<file path="config.mk">
export PLATFORM = sky130hd
export DESIGN_NAME = slow_domain_indirect_access
export DESIGN_NICKNAME = d
export VERILOG_FILES = /design/src/common/sda_pkg.sv /design/src/rtl/sync_two_flop.sv /design/src/rtl/pin_wakeup_filter.sv /design/src/rtl/slow_domain_indirect_access.sv
export VERILOG_INCLUDE_DIRS = /design/src /design/src/common
export SDC_FILE = /design/constraint.sdc
export NUM_CORES = 1
export LEC_CHECK = 0
export ABC_AREA = 1
export BUFFER_PORTS_ARGS = -buffer_cell sky130_fd_sc_hd__buf_2
export CORE_MARGIN = 2
export CORE_UTILIZATION = 60
export DETAILED_ROUTE_END_ITERATION = 10
export GPL_ROUTABILITY_DRIVEN = 0
export GPL_TIMING_DRIVEN = 0
export PLACE_DENSITY = 0.87
export SLEW_MARGIN = 20
export SYNTH_ARGS = -nofsm -noshare
export SYNTH_HDL_FRONTEND = slang
export SYNTH_SLANG_ARGS = --single-unit
</file>
<file path="constraint.sdc">
create_clock -name clock -period 8.7 [get_ports clock]
set_clock_uncertainty 0.05 [all_clocks]
set_input_delay 1.74 -clock clock [delete_from_list [all_inputs] [get_ports clock]]
set_output_delay 1.74 -clock clock [all_outputs]
set_load 0.02 [all_outputs]
</file>
<file path="src/common/sda_defines.svh">
// Purpose: named constants of the slow-domain indirect access block
// Assumes: included by the package and by the design files
// Notes: definitions only
`ifndef SDA_DEFINES_SVH
`define SDA_DEFINES_SVH

// byte addresses of the three special function registers
`define SFR_DATA_HI 8'hab
`define SFR_DATA_LO 8'hac
`define SFR_CTRL 8'had

// reset values
`define DATA_RESET 8'h00
`define WDOG_INIT 16'hffff
`define RTC_INIT 24'h000000

// indirect addresses
`define IA_WDOG 3'h0
`define IA_RTC_UP 3'h1
`define IA_RTC_LO 3'h2
`define IA_RTC_CNT 3'h3
`define IA_WAKE_A 3'h4
`define IA_WAKE_B 3'h5

// debounce lengths in slow clock pulses
`define DEB_LEN0 7'h00
`define DEB_LEN1 7'h02
`define DEB_LEN2 7'h08
`define DEB_LEN3 7'h40
`define DEB_MAX 7'h7f

// edge codes
`define EDGE_OFF 2'h0
`define EDGE_RISE 2'h1
`define EDGE_FALL 2'h2
`define EDGE_BOTH 2'h3

// tick = (1 + divider) slow clock periods
`define TICK_DIV 8'h03

`endif

</file>
<file path="src/common/sda_pkg.sv">
// Purpose: types and helper functions of the slow-domain indirect access block
// Assumes: sda_defines.svh on the include path
// Notes: no module here
`include "sda_defines.svh"

package sda_pkg;

	typedef struct packed
	{
		logic [1:0] edgeSel;
		logic [1:0] debSel;
	} pin_cfg_type;

	typedef struct packed
	{
		logic dir;
		logic [2:0] addr;
	} ctrl_type;

	typedef enum logic {CMD_IDLE, CMD_PENDING} cmd_state_type;

	function automatic logic [6:0] debounce_len(input logic [1:0] code);
		logic [6:0] len;
		len = `DEB_LEN0;
		case (code)
			2'h1: len = `DEB_LEN1;
			2'h2: len = `DEB_LEN2;
			2'h3: len = `DEB_LEN3;
			default: len = `DEB_LEN0;
		endcase
		return len;
	endfunction

	function automatic logic edge_hit(input logic [1:0] sel, input logic prev, input logic cur);
		logic hit;
		hit = 1'b0;
		case (sel)
			`EDGE_RISE: hit = !prev && cur;
			`EDGE_FALL: hit = prev && !cur;
			`EDGE_BOTH: hit = prev != cur;
			default: hit = 1'b0;
		endcase
		return hit;
	endfunction

endpackage

</file>
<file path="src/rtl/sync_two_flop.sv">
// Purpose: two-flop synchroniser for pin levels
// Assumes: inputs asynchronous to clock
// Notes: first stage read only by second stage
`timescale 1ns/1ps
`default_nettype none

module sync_two_flop #(parameter int WIDTH = 1)
(
	input wire logic clock, // system clock
	input wire logic rstn, // synchronised reset, active low
	input wire logic clockEnable, // freezes state when low
	input wire logic [WIDTH-1:0] asyncIn, // raw pins
	output logic [WIDTH-1:0] syncOut // synchronised copy
);

	logic [WIDTH-1:0] meta_r;

	always_ff @(posedge clock or negedge rstn)
	begin
		if (!rstn)
		begin
			meta_r <= '0;
			syncOut <= '0;
		end
		else if (clockEnable)
		begin
			meta_r <= asyncIn;
			syncOut <= meta_r;
		end
	end

endmodule

`default_nettype wire

</file>
<file path="src/rtl/pin_wakeup_filter.sv">
// Purpose: debounce and edge detection of one wakeup pin
// Assumes: pinLevel already synchronised; slowTick one cycle per slow clock
// Notes: two slow cycles of edge delay after the filter
`timescale 1ns/1ps
`default_nettype none
`include "sda_defines.svh"

module pin_wakeup_filter
(
	input wire logic clock, // system clock
	input wire logic rstn, // synchronised reset, active low
	input wire logic clockEnable, // freezes state when low
	input wire logic slowTick, // slow clock edge pulse
	input wire logic pinLevel, // synchronised pin
	input wire sda_pkg::pin_cfg_type cfg, // edge and debounce select
	output logic wakePulse // one-cycle wake event
);

	logic [6:0] stableCnt_r;
	logic sample_r;
	logic filt_r;
	logic [1:0] delay_r;
	logic [6:0] stableNxt;
	logic [6:0] needLen;
	logic passLevel;
	logic edgeSeen;

	assign needLen = sda_pkg::debounce_len(cfg.debSel);
	assign stableNxt = (pinLevel != sample_r) ? `DEB_LEN0 :
		(stableCnt_r == `DEB_MAX) ? stableCnt_r : stableCnt_r + 7'h01;
	assign passLevel = stableNxt >= needLen;
	assign edgeSeen = sda_pkg::edge_hit(cfg.edgeSel, delay_r[1], delay_r[0]);

	always_ff @(posedge clock or negedge rstn)
	begin
		if (!rstn)
		begin
			stableCnt_r <= `DEB_LEN0;
			sample_r <= 1'b0;
			filt_r <= 1'b0;
			delay_r <= 2'h0;
			wakePulse <= 1'b0;
		end
		else if (clockEnable)
		begin
			wakePulse <= slowTick && edgeSeen;
			if (slowTick)
			begin
				stableCnt_r <= stableNxt;
				sample_r <= pinLevel;
				filt_r <= passLevel ? pinLevel : filt_r;
				delay_r <= {delay_r[0], filt_r};
			end
		end
	end
endmodule

`default_nettype wire

</file>
<file path="src/rtl/slow_domain_indirect_access.sv">
// Purpose: indirect access port to watchdog, rtc wakeup timer and pin wakeup
// Assumes: slow clock arrives as a pin and is sampled on the system clock
// Notes: slow-domain work runs on slow clock edge pulses
`timescale 1ns/1ps
`default_nettype none
`include "sda_defines.svh"

module slow_domain_indirect_access
(
	input wire logic clock, // system clock, 200 MHz
	input wire logic resetn, // asynchronous reset, active low
	input wire logic clockEnable, // freezes all state except the reset release flops when low
	input wire logic [7:0] sfrAddr, // register address
	input wire logic sfrWrEn, // write strobe
	input wire logic [7:0] sfrWrData, // write data
	output logic [7:0] sfrRdData, // read data, one cycle after address
	input wire logic slowClockPin, // slow_32k_clock pin
	input wire logic [5:0] port0Pins, // port0_pin5..port0_pin0
	output logic watchdogReset, // system reset request
	output logic wakeupEvent, // pulse on any new wake status
	output logic [3:0] debounceTimer // debounce_timer_latch
);

	logic rstMeta_r;
	logic rstn;
	logic [6:0] pinSync;
	logic slowPrev_r;
	logic [7:0] tickCnt_r;
	logic [7:0] dataHi_r;
	logic [7:0] dataLo_r;
	sda_pkg::ctrl_type ctrl_r;
	sda_pkg::cmd_state_type cmdState_r;
	logic wdogActive_r;
	logic [15:0] wdogCnt_r;
	logic [23:0] rtcLatch_r;
	logic [23:0] rtcCnt_r;
	logic rtcEn_r;
	logic rtcWake_r;
	logic [5:0] pinWake_r;
	sda_pkg::pin_cfg_type [5:0] pinCfg_r;
	sda_pkg::pin_cfg_type [5:0] cfgNxt;
	logic [5:0] pinEvent;

	// reset release through two flops
	always_ff @(posedge clock or negedge resetn)
	begin
		if (!resetn)
		begin
			rstMeta_r <= 1'b0;
			rstn <= 1'b0;
		end
		else
		begin
			rstMeta_r <= 1'b1;
			rstn <= rstMeta_r;
		end
	end

	sync_two_flop #(.WIDTH(7)) sync_two_flop_inst
	(
		.clock(clock),
		.rstn(rstn),
		.clockEnable(clockEnable),
		.asyncIn({slowClockPin, port0Pins}),
		.syncOut(pinSync)
	);

	// decode
	wire slowTick = clockEnable && pinSync[6] && !slowPrev_r;
	wire tickHit = slowTick && (tickCnt_r == `TICK_DIV);
	wire busy = cmdState_r == sda_pkg::CMD_PENDING;
	wire wrHi = clockEnable && sfrWrEn && (sfrAddr == `SFR_DATA_HI);
	wire wrLo = clockEnable && sfrWrEn && (sfrAddr == `SFR_DATA_LO);
	wire wrCtrl = clockEnable && sfrWrEn && (sfrAddr == `SFR_CTRL);
	wire accept = wrCtrl && !busy;
	wire execNow = busy && slowTick;
	wire execWr = execNow && ctrl_r.dir;
	wire execRd = execNow && !ctrl_r.dir;
	wire [15:0] dataWord = {dataHi_r, dataLo_r};
	wire atWdog = ctrl_r.addr == `IA_WDOG;
	wire atRtcUp = ctrl_r.addr == `IA_RTC_UP;
	wire atRtcLo = ctrl_r.addr == `IA_RTC_LO;
	wire atRtcCnt = ctrl_r.addr == `IA_RTC_CNT;
	wire atWakeA = ctrl_r.addr == `IA_WAKE_A;
	wire atWakeB = ctrl_r.addr == `IA_WAKE_B;
	wire statusRd = execRd && (atWakeA || atWakeB);
	wire rtcZero = rtcCnt_r == `RTC_INIT;
	wire rtcWakeSet = tickHit && rtcEn_r && rtcZero;
	wire [7:0] ctrlView = {3'h0, busy, ctrl_r.dir, ctrl_r.addr};

	// indirect read multiplexer
	wire [15:0] statusWord = {7'h00, rtcWake_r, 2'h0, pinWake_r};
	wire [15:0] rdWord =
		atWdog ? wdogCnt_r :
		atRtcUp ? {rtcCnt_r[23:16], rtcLatch_r[23:16]} :
		atRtcLo ? rtcLatch_r[15:0] :
		atRtcCnt ? rtcCnt_r[15:0] :
		(atWakeA || atWakeB) ? statusWord : 16'h0000;

	wire [7:0] sfrView =
		(sfrAddr == `SFR_DATA_HI) ? dataHi_r :
		(sfrAddr == `SFR_DATA_LO) ? dataLo_r :
		(sfrAddr == `SFR_CTRL) ? ctrlView : 8'h00;

	// pin configuration writes
	always_comb
	begin
		cfgNxt = pinCfg_r;
		if (execWr && atWakeA)
		begin
			for (int i = 0; i < 4; i++)
				cfgNxt[i] = dataWord[4*i +: 4];
		end
		if (execWr && atWakeB)
		begin
			cfgNxt[4] = dataWord[3:0];
			cfgNxt[5] = dataWord[7:4];
		end
	end

	genvar g;
	generate
		for (g = 0; g < 6; g++)
		begin : pinFilters
			pin_wakeup_filter pin_wakeup_filter_inst
			(
				.clock(clock),
				.rstn(rstn),
				.clockEnable(clockEnable),
				.slowTick(slowTick),
				.pinLevel(pinSync[g]),
				.cfg(pinCfg_r[g]),
				.wakePulse(pinEvent[g])
			);
		end
	endgenerate

	// slow tick and command state
	always_ff @(posedge clock or negedge rstn)
	begin
		if (!rstn)
		begin
			slowPrev_r <= 1'b0;
			tickCnt_r <= 8'h00;
			cmdState_r <= sda_pkg::CMD_IDLE;
			ctrl_r <= '0;
			sfrRdData <= 8'h00;
		end
		else if (clockEnable)
		begin
			slowPrev_r <= pinSync[6];
			sfrRdData <= sfrView;
			if (slowTick)
				tickCnt_r <= tickHit ? 8'h00 : tickCnt_r + 8'h01;
			if (accept)
			begin
				ctrl_r <= sda_pkg::ctrl_type'(sfrWrData[3:0]);
				cmdState_r <= sda_pkg::CMD_PENDING;
			end
			else if (execNow)
				cmdState_r <= sda_pkg::CMD_IDLE;
		end
	end

	// data register; processor write wins over a read result
	always_ff @(posedge clock or negedge rstn)
	begin
		if (!rstn)
		begin
			dataHi_r <= `DATA_RESET;
			dataLo_r <= `DATA_RESET;
		end
		else
		begin
			if (wrHi)
				dataHi_r <= sfrWrData;
			else if (execRd)
				dataHi_r <= rdWord[15:8];
			if (wrLo)
				dataLo_r <= sfrWrData;
			else if (execRd)
				dataLo_r <= rdWord[7:0];
		end
	end

	// watchdog
	always_ff @(posedge clock or negedge rstn)
	begin
		if (!rstn)
		begin
			wdogActive_r <= 1'b0;
			wdogCnt_r <= `WDOG_INIT;
			watchdogReset <= 1'b0;
		end
		else if (clockEnable)
		begin
			if (accept)
				wdogActive_r <= 1'b1;
			if (execWr && atWdog)
				wdogCnt_r <= dataWord;
			else if (tickHit && wdogActive_r && wdogCnt_r != 16'h0000)
				wdogCnt_r <= wdogCnt_r - 16'h0001;
			watchdogReset <= wdogActive_r && wdogCnt_r == 16'h0000;
		end
	end

	// rtc wakeup timer
	always_ff @(posedge clock or negedge rstn)
	begin
		if (!rstn)
		begin
			rtcLatch_r <= `RTC_INIT;
			rtcCnt_r <= `RTC_INIT;
			rtcEn_r <= 1'b0;
			debounceTimer <= 4'h0;
		end
		else if (clockEnable)
		begin
			if (execWr && atRtcUp)
			begin
				rtcLatch_r[23:16] <= dataLo_r;
				debounceTimer <= dataHi_r[3:0];
			end
			if (execWr && atRtcLo)
			begin
				rtcLatch_r[15:0] <= dataWord;
				rtcCnt_r <= {rtcLatch_r[23:16], dataWord};
				rtcEn_r <= 1'b1;
			end
			else if (execWr && atRtcCnt)
				rtcEn_r <= 1'b0;
			else if (tickHit && rtcEn_r)
				rtcCnt_r <= rtcZero ? rtcLatch_r : rtcCnt_r - 24'h000001;
		end
	end

	// wake status; a new event wins over clear-on-read
	always_ff @(posedge clock or negedge rstn)
	begin
		if (!rstn)
		begin
			rtcWake_r <= 1'b0;
			pinWake_r <= 6'h00;
			pinCfg_r <= '0;
			wakeupEvent <= 1'b0;
		end
		else if (clockEnable)
		begin
			pinCfg_r <= cfgNxt;
			rtcWake_r <= (rtcWake_r && !statusRd) || rtcWakeSet;
			pinWake_r <= (pinWake_r & {6{!statusRd}}) | pinEvent;
			wakeupEvent <= rtcWakeSet || (|pinEvent);
		end
	end
endmodule

`default_nettype wire

</file>
After elaboration in Yosys (flattened, before gate mapping)
Cells that the tools add are included.

$lt $le $gt $ge: 6. Bitwise gates (word level): 2. Multiplexer cells: 47. Reduce and logical (&&, ||, !) cells: 88. Eq/ne operators: 64. Add/sub/neg operators: 9.

Operators with widths (number): 7-bit one-hot mux with 3 select lines (6); 16-bit two-way mux (6); 24-bit two-way mux (4); 7-bit two-way mux (12); 8-bit two-way mux (7); 2-bit equality test, second input constant (24); 7-bit by 1-bit adder with 7-bit output, second input constant (6); 7-bit equality test, second input constant (6); 7-bit >= comparator (6); 1-bit logical AND (42); 2-bit by 1-bit equality test with 1-bit output, second input constant (12); 8-bit equality test, second input constant (3); 24-bit logical NOT (1); 24-bit by 1-bit subtractor with 24-bit output, second input constant (1); 3-bit AND reduction (7); 1-bit one-hot mux with 3 select lines (6); 2-bit AND reduction (9); 1-bit logical NOT (16); 16-bit logical NOT (1); 16-bit nonzero test (1); 16-bit by 1-bit subtractor with 16-bit output, second input constant (1); 1-bit != test (12); 2-bit nonzero test (6); 9-bit two-way mux (1); 13 further kinds (20).

Register bits after elaboration: 229. Output and inout port bits: 14.

Depth between registers and ports, before layout
Depth in word-level cells: 9. Depth in mapped cells: 15. Mapped depth without buffers: 15.

Hierarchy
Synthesis repeated with hierarchy kept, for this count alone.

Cells, all modules: 1887. Area total of the unflattened synthesis: 13799.5 µm².

Modules (own cells, without submodules): slow_domain_indirect_access (sequential area each 3598.5 µm², instances 1, area each 7991.4 µm², cells each 1090); pin_wakeup_filter (sequential area each 300.3 µm², instances 6, area each 879.6 µm², cells each 123); sync_two_flop (sequential area each 350.3 µm², instances 1, area each 530.5 µm², cells each 59).

Worst setup path before layout
Ideal clock, no wire load.

Path kind: input to register. Start: input clockEnable. End: register rtcCnt_r[13]. Stages: 11. Setup time: 126 ps. Slack: 5675 ps. Data required time: 8524 ps. Arrival time: 2849 ps. Path through: buf_4 > nand3_4 > clkinv_2 > nand2_2 > nor2_4 > nand2_2 > nand2_2 > o21ai_4 > buf_6 > a21oi_1 > a21oi_2.

Cells in the longest elaborated chain, start to end: 7. Elaborated cells on any way between the ends: 12. Classes of those cells: eq/ne (1); mux (1); reduce/logical (10).

RTL lines: start, declared (RTL line slow_domain_indirect_access.sv:12) `input wire logic clockEnable,`; 1-bit logical AND (2 in a row) (RTL line slow_domain_indirect_access.sv:69) `wire slowTick = clockEnable && pinSync[6] && !slowPrev_r;`; 1-bit logical AND (RTL line slow_domain_indirect_access.sv:76) `wire execNow = busy && slowTick;`; 1-bit logical AND (RTL line slow_domain_indirect_access.sv:77) `wire execWr = execNow && ctrl_r.dir;`; 1-bit logical AND, on equally long branches (RTL line slow_domain_indirect_access.sv:224, slow_domain_indirect_access.sv:230); 2-bit != test (no source line) / 2-bit nonzero test (equally long branches); 3-bit AND reduction (no source line); end signal, assigned (RTL line slow_domain_indirect_access.sv:213) `` rtcCnt_r <= `RTC_INIT; ``; end signal, assigned (RTL line slow_domain_indirect_access.sv:227) `rtcCnt_r <= {rtcLatch_r[23:16], dataWord};`; end signal, assigned (RTL line slow_domain_indirect_access.sv:233) `rtcCnt_r <= rtcZero ? rtcLatch_r : rtcCnt_r - 24'h000001;`; end, declared (RTL line slow_domain_indirect_access.sv:36) `logic [23:0] rtcCnt_r;`.

Parallel ways exist; a longest one is shown, timed or not. A chain may end at the register's enable or synchronous reset.

Worst setup path after layout
Start: input clockEnable. End: register pinFilters[0].pin_wakeup_filter_inst.filt_r.

Cells in the longest elaborated chain, start to end: 3.

RTL lines: 1-bit logical AND (2 in a row) (RTL line slow_domain_indirect_access.sv:69); 3-bit AND reduction (no source line) (*); end signal, assigned (RTL line pin_wakeup_filter.sv:51) `filt_r <= passLevel ? pinLevel : filt_r;`; end, declared (RTL line pin_wakeup_filter.sv:21) `logic filt_r;`.

Every way passes the cells marked *; elsewhere a longest branch is shown, timed or not.

==> results_dict.tcl <==
set metrics [dict create \
    wl_met1_mm 13.95 \
    final-max-slew-violation-count 0 \
    ys_types 49 \
    timing.fmax_ghz 0.3179 \
    numCtsBuffers 25 \
    rows 53 \
    tritoncts "yes" \
    swShare_pct 34.41 \
    seq_power_share_pct 43.3 \
    hold_class "reg -> async" \
    grt_pass1_vias 11940 \
    endpoint "pinFilters[0].pin_wakeup_filter_inst.filt_r" \
    drt_iter0_markers 1300 \
    layout-drive-gt1-share_pct 8.872 \
    cts_setup_buffers 0 \
    cts.htree.levels 1 \
    wire_per_inst_um 18.30 \
    port_buffers 39 \
    die_w_um 149.8 \
    p_sw_mw 1.115 \
    syn_area_um2 12760 \
    drcViolationCount 0 \
    ant_nets 0 \
    ir_worst_vdd_uv 183.0 \
    clockBufferDepth 3 \
    setup_viol 0 \
    synth_top_flop_cell "dfrtp_1" \
    r2r_cells 15 \
    clk_pin_slew_ns 0.06 \
    status "complete, no violations" \
    p_comb_share_pct 23.1 \
    reg2reg_to "pinFilters[0].pin_wakeup_filter_inst.filt_r" \
    postCtsHoldBufs 0 \
    synth-seq-cells 229 \
    grt_overflow_total 0 \
    rrSetupSlack_ns 6.18 \
    cts_resized 0 \
    powerDensity_nw_per_um2 227.6 \
    initial_core_util_pct 60.89 \
    ys_seq_area_share_pct 45.07 \
    grt_max_degree 59 \
    tightestPinTransition_ns 0.7534 \
    die-height_um 149.8 \
    crit_arrival_ns 3.52 \
    fin_tns_setup_ns 0 \
    syn-num-nets 1726 \
    cts.sinks 229 \
    highest_layer "met4" \
    period_share_pct 36.15 \
    worstPathRequired_ns 9.08 \
    timing_hold_violations_final 0 \
    wl_met3_mm 3.062 \
    nFillCells 1570 \
    antenna_found_initial 1 \
    dr.pass1.iters 6 \
    grt_usage_pct 33.30 \
    coreArea_um2 20960 \
    syn_to_final_growth_pct 11.56 \
    rsz0062_at_grt "false" \
    hpwlAfterDp_mm 26.43 \
    vias_per_cell 6.047 \
    synth_cells 1659 \
    relSlewSlack_pct 49.78 \
    synth.avg_cell_area_um2 7.691 \
    cp_max_fo 10 \
    synth-edff-count 0 \
    clk_latency_ns 0.54 \
    grt_pass1_wl_mm 59.36 \
    p_total_mw 3.240 \
    nets 1796 \
    placed_area_um2 13410 \
    power.internal_mw 2.125 \
    cp-startpoint "clockEnable" \
    cts_root_buf "clkbuf_16" \
    final_design_area_no_fill_um2 14230 \
    dpl.cell_count 1977 \
    clkPwrFrac_pct 33.6 \
    path_class "in -> reg" \
    drt_wl_total_mm 37.02 \
    maxCapViolCount 0 \
    async_flop_share_pct 100.0 \
    endpoint_kind "flop" \
    num_vias 12230 \
    die-area_um2 22450 \
    ioPinCount 41 \
    startpoint_type "primary input" \
    fin_crit_ns 3.145 \
    yosysWarningCount 0 \
    p_leak_nw 6.864 \
    layoutNonFillerInstCount 2023 \
    met2WireLength_mm 17.57 \
]
[power by group through the flow]
stage	registers, mW	logic, mW	clock network [mW]
floorplan	1.37	0.494	0
global placement	1.42	0.657	0
detailed placement	1.41	0.719	0
CTS	1.40	0.732	1.09
global route	1.42	0.845	1.14
finish	1.40	0.748	1.09
[cell families (layout without fill, tap and decap cells)]
group | after synthesis | in the layout | synth area share [%]
compound gates | 382 | 382 | 17.11
flops | 229 | 229 | 45.07
fa+ha+maj | 40 | 40 | 3.922
other cells | 1 | 2 | 0.02939
xor+xnor | 32 | 32 | 2.197
buf+inv | 248 | 336 | 7.756
simple gates | 727 | 727 | 23.92
[layout by cell type, fill, tap and decap left out, drive strengths merged]
| master | n |
|---|---|
| ha | 40 |
| dfstp | 16 |
| a311o | 6 |
| o31ai | 2 |
| diode | 1 |
| o221ai | 8 |
| nand2 | 437 |
| nor3b | 1 |
| o21bai | 12 |
| xor2 | 26 |
| o211ai | 15 |
| bufinv | 3 |
| clkbuf | 66 |
| a211oi | 5 |
| nor2 | 155 |
| or2 | 3 |
| conb | 1 |
| inv | 198 |
| nor3 | 18 |
| o2111ai | 1 |
| nor4 | 3 |
| dfrtp | 213 |
| xnor2 | 6 |
| o22ai | 38 |
| a22oi | 11 |
| nand4 | 14 |
| a221oi | 4 |
| nand3 | 92 |
| o21ai | 225 |
| and2 | 4 |
| a31oi | 5 |
| a21oi | 50 |
| clkinv | 9 |
| buf | 60 |
[layer usage]
layer  up-vias  GRT usage, %
met5         -             0
met1      5770         40.85
met2       659         55.34
li1       5613             -
met3       192         6.555
met4         0         18.30
[cell usage after synthesis (all sizes together) (4+ instances only)]
master  instances  share of area [%]
inv           197                5.8
nand3          92                3.9
ha             40                3.9
dfstp          16                3.3
o211ai         15               0.88
buf            17               0.91
xnor2           6               0.41
and2            4               0.20
a221oi          4               0.27
xor2           26                1.8
nand2         437                 13
nand4          14               0.74
a31oi           5               0.25
a211oi          5               0.29
o22ai          38                1.9
a21oi          50                2.1
o221ai          8               0.55
a22oi          11               0.65
a311o           6               0.47
nor3           18               0.78
o21ai         225                8.9
clkbuf         32               0.94
nor2          155                4.8
o21bai         12               0.71
dfrtp         213                 42
[worst max-delay path, cell delays in order]
cell and delay (ns):
buf_4 0.15, nand3_4 0.18, clkinv_2 0.17, clkbuf_1 0.45
clkbuf_1 0.56, nand2_1 0.12, nand2_1 0.08, nand2_1 0.05
[through the flow]
step / worst slack (ns) / util, % / hold WS [ns]
3_3_place_gp: -0.5897 / 63.46 / 0.2867
5_1_grt: 5.493 / 67.93 / 0.2277
3_5_place_dp: 5.051 / 63.97 / 0.2235
2_1_floorplan: 1.824 / - / 0.2812
4_1_cts: 5.594 / 67.92 / 0.2131
6_report: 5.555 / 67.93 / 0.1952
[final cells by class]
type / instances / area, um2 / share of cell area, %
plain buffers: 49 / 236.5 / 1.661
well taps: 275 / 344.1 / 2.417
clock inverters: 11 / 137.6 / 0.9669
inverters: 199 / 753.2 / 5.291
multi-input cells: 1182 / 6020 / 42.29
clock buffers: 34 / 689.4 / 4.843
diodes: 1 / 2.502 / 0.01758
flip-flops and latches: 229 / 5754 / 40.42
repair buffers: 43 / 297.8 / 2.092
[state kept, by name, indices dropped and copies added, names as in the netlist, 4 cells and up]
| signal | count |
|---|---|
| ctrlView | 4 |
| dataHi_r | 8 |
| dataLo_r | 8 |
| debounceTimer | 4 |
| pinCfg_r | 24 |
| pinFilters.pin_wakeup_filter_inst.delay_r | 12 |
| pinFilters.pin_wakeup_filter_inst.filt_r | 6 |
| pinFilters.pin_wakeup_filter_inst.sample_r | 6 |
| pinFilters.pin_wakeup_filter_inst.stableCnt_r | 42 |
| pinFilters.pin_wakeup_filter_inst.wakePulse | 6 |
| pinWake_r | 6 |
| rtcCnt_r | 24 |
| rtcLatch_r | 24 |
| sfrRdData | 8 |
| sync_two_flop_inst.meta_r | 7 |
| sync_two_flop_inst.syncOut | 7 |
| tickCnt_r | 8 |
| wdogCnt_r | 16 |
[worst min-delay path by stage]
stage,start,endpoint,slack (ns),cells after the start
floorplan,rstMeta_r,rstn,0.28,0
finish,rstn,asynchronous set/reset pin,0.20,0
CTS,rstn,asynchronous set/reset pin,0.21,0
detailed placement,rstn,asynchronous set/reset pin,0.22,0
global route,rstn,asynchronous set/reset pin,0.23,0
global placement,rstMeta_r,rstn,0.29,0
(Power assumes the default switching activity.)
